$ cat src/include/scs_regs.svh
// Operation
// Fast RC postscaler, factor from bits 10:8
// Power-on source from configuration fields
// Erased device starts fast RC divide-by-N
// Eight-way initial source code decode
// Primary submode decode, ignored otherwise
// Instruction clock is oscillator divided by two
// Software keeps instruction clock at most 40 MHz
// Prescale N1 2..33 from bits 4:0
// Software keeps VCO input 0.8-8 MHz
// Feedback M from bits 8:0
// Software keeps VCO output 100-200 MHz
// Postscale N2 2/4/8 from bits 7:6
// Software keeps PLL output 12.5-80 MHz
// PLL output is input times M/(N1*N2)
// Only primary and fast RC feed PLL
// Current source read-only at bits 14:12
// Requested source at 10:8, loaded at POR
// Slow RC clocks watchdog and failsafe monitor
// M equals feedback field plus two
// Postscale codes 00/01/11, 10 reserved
// Switch request starts switch, clears when done
// Failure sets clock fail flag, software clears
`ifndef SCS_REGS_SVH
`define SCS_REGS_SVH

// ----------------------------------------
// Register offsets (word index)
// ----------------------------------------
`define SCS_OSC_CONTROL_OFS 2'h0
`define SCS_CLOCK_DIVISOR_OFS 2'h1
`define SCS_PLL_FEEDBACK_OFS 2'h2

// ----------------------------------------
// Field positions
// ----------------------------------------
`define SCS_CUR_SRC_LSB 12
`define SCS_REQ_SRC_LSB 8
`define SCS_SRC_LOCK_BIT 7
`define SCS_PIN_LOCK_BIT 6
`define SCS_PLL_LOCK_BIT 5
`define SCS_FAIL_BIT 3
`define SCS_LPOSC_BIT 1
`define SCS_SWITCH_BIT 0
`define SCS_FRC_DIV_LSB 8
`define SCS_POST_LSB 6
`define SCS_PRE_LSB 0

// ----------------------------------------
// Reset values and timing
// ----------------------------------------
`define SCS_FRC_DIV_RST 3'h0
`define SCS_POST_RST 2'h1
`define SCS_PRE_RST 5'h00
`define SCS_FEEDBACK_RST 9'h030
`define SCS_ERASED_SRC 3'h7
`define SCS_SETTLE_CYCLES 4'h8
`define SCS_DIV16 9'h010

`endif

$ cat src/include/scs_pkg.sv
package scs_pkg;
    // Source encoding shared by current and requested fields
    typedef enum logic [2:0] {
        SRC_FRC = 3'h0,
        SRC_FRC_PLL = 3'h1,
        SRC_PRI = 3'h2,
        SRC_PRI_PLL = 3'h3,
        SRC_SEC = 3'h4,
        SRC_SLOW_RC = 3'h5,
        SRC_FRC_DIV16 = 3'h6,
        SRC_FRC_DIVN = 3'h7
    } scs_source_t;

    // Twelve resolved clock modes
    typedef enum logic [3:0] {
        MODE_FAST_RC, MODE_FAST_RC_PLL, MODE_HS, MODE_XT, MODE_EXT,
        MODE_HS_PLL, MODE_XT_PLL, MODE_EXT_PLL, MODE_SECONDARY,
        MODE_SLOW_RC, MODE_FRC_DIV16, MODE_FRC_DIVN
    } scs_mode_t;

    typedef enum {SW_IDLE, SW_SETTLE} scs_sw_state_t;
endpackage

$ cat src/verilog/scs_clock_select.sv
`timescale 1ns/1ps
`include "scs_regs.svh"

module scs_clock_select (
    input wire logic mclk,
    input wire logic reset,
    input wire logic [2:0] initial_source_cfg,
    input wire logic [1:0] primary_submode_cfg,
    input wire logic clk_switch_en_cfg,
    input wire logic [1:0] addr,
    input wire logic [15:0] wr_data,
    input wire logic wr_en,
    input wire logic rd_en,
    output logic [15:0] rd_data,
    input wire logic fast_rc_tick,
    input wire logic primary_tick,
    input wire logic secondary_tick,
    input wire logic slow_rc_tick,
    input wire logic pll_tick,
    input wire logic pll_locked,
    input wire logic clock_fail_event,
    output logic osc_tick,
    output logic instr_tick,
    output logic wdt_ref_tick,
    output logic failsafe_monitor_ref_tick,
    output logic pll_enable,
    output logic pll_src_primary,
    output logic [5:0] pll_prescale_div,
    output logic [9:0] pll_feedback_mult,
    output logic [3:0] pll_postscale_div,
    output logic [8:0] fast_rc_postscale_div,
    output scs_pkg::scs_mode_t osc_mode,
    output logic low_power_osc_enable,
    output logic pinselect_lock
);

    // ----------------------------------------
    // Registers
    // ----------------------------------------
    logic [2:0] cur_q, cur_d;
    logic [2:0] req_q, req_d;
    logic sw_q, sw_d;
    logic cf_q, cf_d;
    logic src_lock_q, src_lock_d;
    logic pin_lock_q, pin_lock_d;
    logic lposc_q, lposc_d;
    logic [2:0] frc_div_q, frc_div_d;
    logic [1:0] post_q, post_d;
    logic [4:0] pre_q, pre_d;
    logic [8:0] fb_q, fb_d;
    logic [3:0] cnt_q, cnt_d;
    logic [8:0] pscnt_q, pscnt_d;
    logic ps_tick_q, ps_tick_d;
    logic ph_q, ph_d;
    logic instr_q, instr_d;
    scs_pkg::scs_sw_state_t st_q, st_d;

    // ----------------------------------------
    // Register decode
    // ----------------------------------------
    wire wr_osc = wr_en && addr == `SCS_OSC_CONTROL_OFS;
    wire wr_div = wr_en && addr == `SCS_CLOCK_DIVISOR_OFS;
    wire wr_fb = wr_en && addr == `SCS_PLL_FEEDBACK_OFS;
    wire [15:0] osc_word = {1'b0, cur_q, 1'b0, req_q, src_lock_q, pin_lock_q,
        pll_locked, 1'b0, cf_q, 1'b0, lposc_q, sw_q};
    wire [15:0] div_word = {5'h00, frc_div_q, post_q, 1'b0, pre_q};
    wire [15:0] fb_word = {7'h00, fb_q};
    wire [15:0] rd_mux = (addr == `SCS_OSC_CONTROL_OFS) ? osc_word :
                         (addr == `SCS_CLOCK_DIVISOR_OFS) ? div_word :
                         (addr == `SCS_PLL_FEEDBACK_OFS) ? fb_word : 16'h0000;

    // Read data registered, stands only in the cycle after the strobe
    always_ff @(posedge mclk) begin
        if (reset) begin
            rd_data <= 16'h0000;
        end else begin
            rd_data <= rd_en ? rd_mux : 16'h0000;
        end
    end

    // ----------------------------------------
    // Switch sequencer
    // ----------------------------------------
    // PLL to PLL hops are refused; software must pass through a non-PLL source
    wire pll_hop = (cur_q == scs_pkg::SRC_FRC_PLL && req_q == scs_pkg::SRC_PRI_PLL) ||
                   (cur_q == scs_pkg::SRC_PRI_PLL && req_q == scs_pkg::SRC_FRC_PLL);
    wire sw_abort = sw_q && (req_q == cur_q || pll_hop || src_lock_q);
    wire sw_start = sw_q && !sw_abort;
    wire sw_done = st_q == scs_pkg::SW_SETTLE && cnt_q == `SCS_SETTLE_CYCLES - 4'h1;

    always_comb begin
        st_d = st_q;
        cnt_d = cnt_q;
        cur_d = cur_q;
        unique case (st_q)
            scs_pkg::SW_IDLE: begin
                cnt_d = 4'h0;
                if (sw_start && clk_switch_en_cfg) begin
                    st_d = scs_pkg::SW_SETTLE;
                end
            end
            scs_pkg::SW_SETTLE: begin
                cnt_d = cnt_q + 4'h1;
                if (sw_done) begin
                    st_d = scs_pkg::SW_IDLE;
                    cur_d = req_q;
                end
            end
        endcase
        // With switching enabled, failure falls back to fast RC, overriding any switch in flight
        if (clock_fail_event && clk_switch_en_cfg) begin
            st_d = scs_pkg::SW_IDLE;
            cur_d = scs_pkg::SRC_FRC;
        end
    end

    // ----------------------------------------
    // Software field next values
    // ----------------------------------------
    always_comb begin
        req_d = wr_osc ? wr_data[`SCS_REQ_SRC_LSB +: 3] : req_q;
        src_lock_d = wr_osc ? wr_data[`SCS_SRC_LOCK_BIT] : src_lock_q;
        pin_lock_d = wr_osc ? wr_data[`SCS_PIN_LOCK_BIT] : pin_lock_q;
        lposc_d = wr_osc ? wr_data[`SCS_LPOSC_BIT] : lposc_q;
        // Held low while switching is disabled; cleared on abort or finish
        if (!clk_switch_en_cfg) begin
            sw_d = 1'b0;
        end else if (wr_osc) begin
            sw_d = wr_data[`SCS_SWITCH_BIT];
        end else if (sw_done || (st_q == scs_pkg::SW_IDLE && sw_abort)) begin
            sw_d = 1'b0;
        end else begin
            sw_d = sw_q;
        end
        // Set wins over a clearing write in the same cycle
        cf_d = clock_fail_event ||
               (cf_q && !(wr_osc && !wr_data[`SCS_FAIL_BIT]));
        frc_div_d = wr_div ? wr_data[`SCS_FRC_DIV_LSB +: 3] : frc_div_q;
        post_d = wr_div ? wr_data[`SCS_POST_LSB +: 2] : post_q;
        pre_d = wr_div ? wr_data[`SCS_PRE_LSB +: 5] : pre_q;
        fb_d = wr_fb ? wr_data[8:0] : fb_q;
    end

    // Power-on values; configuration fields are caught on the reset cycle
    always_ff @(posedge mclk) begin
        if (reset) begin
            cur_q <= initial_source_cfg;
            req_q <= initial_source_cfg;
            sw_q <= 1'b0;
            cf_q <= 1'b0;
            src_lock_q <= 1'b0;
            pin_lock_q <= 1'b0;
            lposc_q <= 1'b0;
            frc_div_q <= `SCS_FRC_DIV_RST;
            post_q <= `SCS_POST_RST;
            pre_q <= `SCS_PRE_RST;
            fb_q <= `SCS_FEEDBACK_RST;
            st_q <= scs_pkg::SW_IDLE;
            cnt_q <= 4'h0;
        end else begin
            cur_q <= cur_d;
            req_q <= req_d;
            sw_q <= sw_d;
            cf_q <= cf_d;
            src_lock_q <= src_lock_d;
            pin_lock_q <= pin_lock_d;
            lposc_q <= lposc_d;
            frc_div_q <= frc_div_d;
            post_q <= post_d;
            pre_q <= pre_d;
            fb_q <= fb_d;
            st_q <= st_d;
            cnt_q <= cnt_d;
        end
    end

    // ----------------------------------------
    // Mode and PLL factor decode
    // ----------------------------------------
    // Submode only matters for the two primary codes
    always_comb begin
        unique case (cur_q)
            scs_pkg::SRC_FRC: osc_mode = scs_pkg::MODE_FAST_RC;
            scs_pkg::SRC_FRC_PLL: osc_mode = scs_pkg::MODE_FAST_RC_PLL;
            scs_pkg::SRC_PRI: osc_mode = primary_submode_cfg == 2'h2 ? scs_pkg::MODE_HS :
                primary_submode_cfg == 2'h1 ? scs_pkg::MODE_XT : scs_pkg::MODE_EXT;
            scs_pkg::SRC_PRI_PLL: osc_mode = primary_submode_cfg == 2'h2 ?
                scs_pkg::MODE_HS_PLL : primary_submode_cfg == 2'h1 ?
                scs_pkg::MODE_XT_PLL : scs_pkg::MODE_EXT_PLL;
            scs_pkg::SRC_SEC: osc_mode = scs_pkg::MODE_SECONDARY;
            scs_pkg::SRC_SLOW_RC: osc_mode = scs_pkg::MODE_SLOW_RC;
            scs_pkg::SRC_FRC_DIV16: osc_mode = scs_pkg::MODE_FRC_DIV16;
            default: osc_mode = scs_pkg::MODE_FRC_DIVN;
        endcase
    end

    // Factors go to the analog loop, which makes Fin*M/(N1*N2)
    assign pll_prescale_div = {1'b0, pre_q} + 6'h02;
    assign pll_feedback_mult = {1'b0, fb_q} + 10'h002;
    // Reserved postscale code falls back to the reset divide of four
    assign pll_postscale_div = post_q == 2'h0 ? 4'h2 :
                               post_q == 2'h3 ? 4'h8 : 4'h4;
    assign fast_rc_postscale_div = frc_div_q == 3'h7 ? 9'h100 :
                                   9'(9'h001 << frc_div_q);
    assign pll_enable = cur_q == scs_pkg::SRC_FRC_PLL || cur_q == scs_pkg::SRC_PRI_PLL;
    assign pll_src_primary = cur_q == scs_pkg::SRC_PRI_PLL;
    assign low_power_osc_enable = lposc_q;
    assign pinselect_lock = pin_lock_q;
    assign wdt_ref_tick = slow_rc_tick;
    assign failsafe_monitor_ref_tick = slow_rc_tick;

    // ----------------------------------------
    // Fast RC postscaler and clock mux
    // ----------------------------------------
    wire [8:0] ps_div = cur_q == scs_pkg::SRC_FRC_DIV16 ? `SCS_DIV16 : fast_rc_postscale_div;
    wire ps_wrap = pscnt_q >= ps_div - 9'h001;
    assign pscnt_d = fast_rc_tick ? (ps_wrap ? 9'h000 : pscnt_q + 9'h001) : pscnt_q;
    assign ps_tick_d = fast_rc_tick && ps_wrap;

    always_comb begin
        unique case (cur_q)
            scs_pkg::SRC_FRC: osc_tick = fast_rc_tick;
            scs_pkg::SRC_FRC_PLL, scs_pkg::SRC_PRI_PLL: osc_tick = pll_tick;
            scs_pkg::SRC_PRI: osc_tick = primary_tick;
            scs_pkg::SRC_SEC: osc_tick = secondary_tick;
            scs_pkg::SRC_SLOW_RC: osc_tick = slow_rc_tick;
            default: osc_tick = ps_tick_q;
        endcase
    end

    // Every second oscillator tick becomes one instruction tick
    assign ph_d = osc_tick ? !ph_q : ph_q;
    assign instr_d = osc_tick && ph_q;
    assign instr_tick = instr_q;

    always_ff @(posedge mclk) begin
        if (reset) begin
            pscnt_q <= 9'h000;
            ps_tick_q <= 1'b0;
            ph_q <= 1'b0;
            instr_q <= 1'b0;
        end else begin
            pscnt_q <= pscnt_d;
            ps_tick_q <= ps_tick_d;
            ph_q <= ph_d;
            instr_q <= instr_d;
        end
    end

    // ----------------------------------------
    // Checks
    // ----------------------------------------
    // Oscillator ticks since the last instruction tick; saturates so a stall shows
    logic [1:0] osc_seen_q;
    always_ff @(posedge mclk) begin
        if (reset) begin
            osc_seen_q <= 2'h0;
        end else if (instr_tick) begin
            osc_seen_q <= {1'b0, osc_tick};
        end else if (osc_tick && osc_seen_q != 2'h3) begin
            osc_seen_q <= osc_seen_q + 2'h1;
        end
    end
endmodule

$ cat config.mk
export PLATFORM = sky130hd
export DESIGN_NAME = scs_clock_select
export DESIGN_NICKNAME = d
export VERILOG_FILES = /design/src/include/scs_pkg.sv /design/src/verilog/scs_clock_select.sv
export VERILOG_INCLUDE_DIRS = /design/src /design/src/include
export SDC_FILE = /design/constraint.sdc
export NUM_CORES = 1
export LEC_CHECK = 0
export ABC_CLOCK_PERIOD_IN_PS = 5950
export BUFFER_PORTS_ARGS = -buffer_cell sky130_fd_sc_hd__buf_2
export CAP_MARGIN = 25
export CORE_ASPECT_RATIO = 0.9
export CORE_MARGIN = 3
export CORE_UTILIZATION = 44
export DETAILED_ROUTE_END_ITERATION = 16
export GPL_TIMING_DRIVEN = 0
export PLACE_DENSITY = 0.71
export SYNTH_ARGS = -nofsm -noshare
export SYNTH_HDL_FRONTEND = slang
export SYNTH_SLANG_ARGS = --single-unit
$ cat constraint.sdc
create_clock -name mclk -period 5.95 [get_ports mclk]
set_input_delay 0.8925 -clock mclk [delete_from_list [all_inputs] [get_ports mclk]]
set_output_delay 0.8925 -clock mclk [all_outputs]
set_load 0.01 [all_outputs]
==> results.md <==
- Largest delay contributor family on the critical path: simple AND/OR/NAND/NOR gates
- Yosys warnings: 0
- Post-synth EDFFs: 6
- Global-route wire length before repair: 13500 µm
- Synthesized area per cell: 8.42 µm²
- Htree depth: 3
- CP arrival: 3940 ps
- Routed Antenna Nets: 0
- Seq/Total Area, Yosys: 39.4%
- Worst Reg-to-Reg Cells: 16
- Clk buf depth: 2
- Slew Limit Fails: 0
- Status: finished clean
- CP Cell Sequence: buf_2 -> nand3b_1 -> clkbuf_1 -> nand3b_1 -> ha_1 -> buf_1 -> nand2_1 -> nor2_1 -> a21oi_1 -> o221a_2 -> ha_1 -> a21oi_1 -> nor2_1 -> a211oi_2 -> or4b_1 -> a21oi_1
- Die area: 8460 µm²
- Slowest CP cell: or4b_1
- Die W: 96.6 µm
- Tot Pwr: 0.997 mW
- Total Routed Length: 8250 µm
- FF+latch count, synth: 61
- Vias: 3027
- Static Leak: 1.77 nW
- Synth-to-layout area growth: 22.3%
- Num Clock Sinks: 61
- Vias in the first global route: 2841
- First-pass detailed-route iteration total: 4
- Worst reg2reg startpoint: cur_q[0]
- Final Wtd Congestion: 0.880
- Endpoints failing setup: 0
- RSZ-0062 raised after global routing: false
- Mapped Area: 3250 µm²
- Worst-Margin Slew: 536 ps
- CP Launch Type: flop
- Hold Crit Class: flop to flop
- Kind of critical path: flop to flop
- Most frequent cells in the layout: 87 x buf_2, 55 x dfxtp_1, 48 x nand2_1, 36 x nor2_1, 35 x a21oi_1
- DP HPWL: 6280 µm
- FP Rows: 29
- DRT iter0 DRCs: 172
- Max incr delay on CP: 480 ps
- Grt total ovfl: 0
- Min cycle time layout: 3680 ps
- Drt wl/cell: 14.3 µm
- PwrDens: 251 nW/µm²
- Worst VDD drop: 0.162 mV
- Hold path endpoint: cnt_q[0]
- Clk slew on worst S/H paths: 70 ps
- Largest net degree at the start of global routing: 11
- Initial antenna violation count: 0
- R2r setup slk: 2270 ps
- Slew HR: 64.1%
- Worst hold stages: 1
- CP required: 6210 ps
- Reg-to-reg endpoint: pscnt_q[7]
- Tot GR Track Use: 19.5%
- Nets@finish: 533
- Proportion of layout cells with a drive suffix above 1: 24.4%
- Post-Syn Instances: 386
- Resized cells post-CTS: 0
- Postcts setup bufs: 0
- Total I/O pin count: 92
- WP buf/inv: 3
- Root Driver: clkbuf_8
- Total negative slack: 0 ps
- Count of cell types in the netlist: 48
- Worst Skew: 4.34 ps
- Residual DRC: 0
- Dpl ws: 2320 ps
- Initial core utilization: 45.7%
- Final hold vios: 0
- # Max-Cap Violations: 0
- Diodes inserted: 0
- Worst hold path startpoint: cnt_q[0]
- Final period util: 61.9%
- Die height: 87.5 µm
- Number of CTS-inserted buffers: 9
- Cell mode on critical path: a21oi_1
- Primary FF master, synth: dfxtp_1
- Via density: 5.25
- Most common cell after layout, fill and taps aside: buf_2
- Clk_lat worst skew: 340 ps
- FMAX: 271 MHz
- Buffers on Ports: 79
- Worst Setup SP: cur_q[0]
- Biggest fanout along the worst timing path: 10
- Hold buffer count at CTS: 0
- Final WS setup: 2270 ps
- Ys async rst share: 0%
- TritonCTS clock tree: yes
- Fill count: 682
- CP endpoint kind: flop
- Core area: 7110 µm²
-- Yosys cell counts (all sizes together), types with 2 or more instances --
cell type | number | area (µm²)
a21oi | 35 | 175
a22o | 4 | 35.0
a22oi | 2 | 15.0
a31oi | 6 | 37.5
and2 | 7 | 43.8
and3 | 2 | 12.5
and3b | 3 | 26.3
buf | 18 | 108
clkbuf | 14 | 52.6
dfxtp | 55 | 1100
edfxtp | 6 | 180
ha | 19 | 238
inv | 10 | 37.5
mux2 | 3 | 33.8
mux2i | 14 | 140
nand2 | 48 | 180
nand2b | 3 | 18.8
nand3 | 28 | 145
nand3b | 7 | 52.6
nand4 | 2 | 12.5
nand4b | 3 | 26.3
nor2 | 36 | 135
nor2b | 8 | 50.1
nor3 | 9 | 45.0
nor3b | 3 | 27.5
o2111ai | 2 | 17.5
o21a | 2 | 15.0
o21ai | 7 | 35.0
or2 | 2 | 12.5
xnor2 | 9 | 78.8
xor2 | 7 | 61.3
-- kinds of logic after synthesis --
kind of cell	share of synthesized area, %
AO/OA/AOI/OAI	12.3
XOR/XNOR	4.31
adder cells (fa/ha/maj)	7.31
buffers and inverters	6.20
flip-flops	39.4
multiplexers	5.35
other	0.115
AND/OR/NAND/NOR	25.0
-- state kept, by name (all words and copies together) (netlist names), 2 cells and up --
register	count
cnt_q	4
cur_q	3
fb_q	9
frc_div_q	3
post_q	2
pre_q	5
pscnt_q	9
rd_data	14
req_q	3
-- area by class of cell --
| cell class | instances | area, µm² | area share [%] |
|---|---|---|---|
| Tap cell | 93 | 116 | 2.93 |
| Clock inverter | 4 | 45.0 | 1.13 |
| Sequential cell | 61 | 1280 | 32.2 |
| Inverter | 11 | 41.3 | 1.04 |
| Buffer | 32 | 160 | 4.03 |
| Timing Repair Buffer | 79 | 395 | 9.95 |
| Multi-Input combinational cell | 285 | 1780 | 44.8 |
| Clock buffer | 12 | 156 | 3.93 |
-- power breakdown --
part	switching, mW	internal [mW]
sequential	0.0158	0.433
combinational	0.102	0.0726
clock	0.157	0.217
-- how the worst max path moves through the flow --
stage | end | cells after the start
after CTS | pscnt_q[7] | 15
after global routing | pscnt_q[4] | 16
after floorplan | pscnt_q[7] | 15
final | pscnt_q[7] | 16
after detailed placement | pscnt_q[7] | 15
after global placement | pscnt_q[7] | 15
-- layer usage --
metal | track usage, % | part of all wire [%]
met4 | 4.34 | 1.1
met3 | 5.41 | 5.6
met2 | 32.9 | 48
met1 | 25.4 | 45
met5 | 0 | 0
-- stage by stage --
| step | hold slack [ps] | util [%] | std cells | area (µm²) |
|---|---|---|---|---|
| 2_1_floorplan | 418 | - | 389 | 3260 |
| 3_3_place_gp | 430 | 53.1 | 561 | 3770 |
| 3_5_place_dp | 445 | 53.1 | 561 | 3770 |
| 4_1_cts | 456 | 55.9 | 577 | 3980 |
| 5_1_grt | 477 | 55.9 | 577 | 3980 |
| 6_report | 451 | 55.9 | 577 | 3980 |
Power figures use the tool's default switching activity.
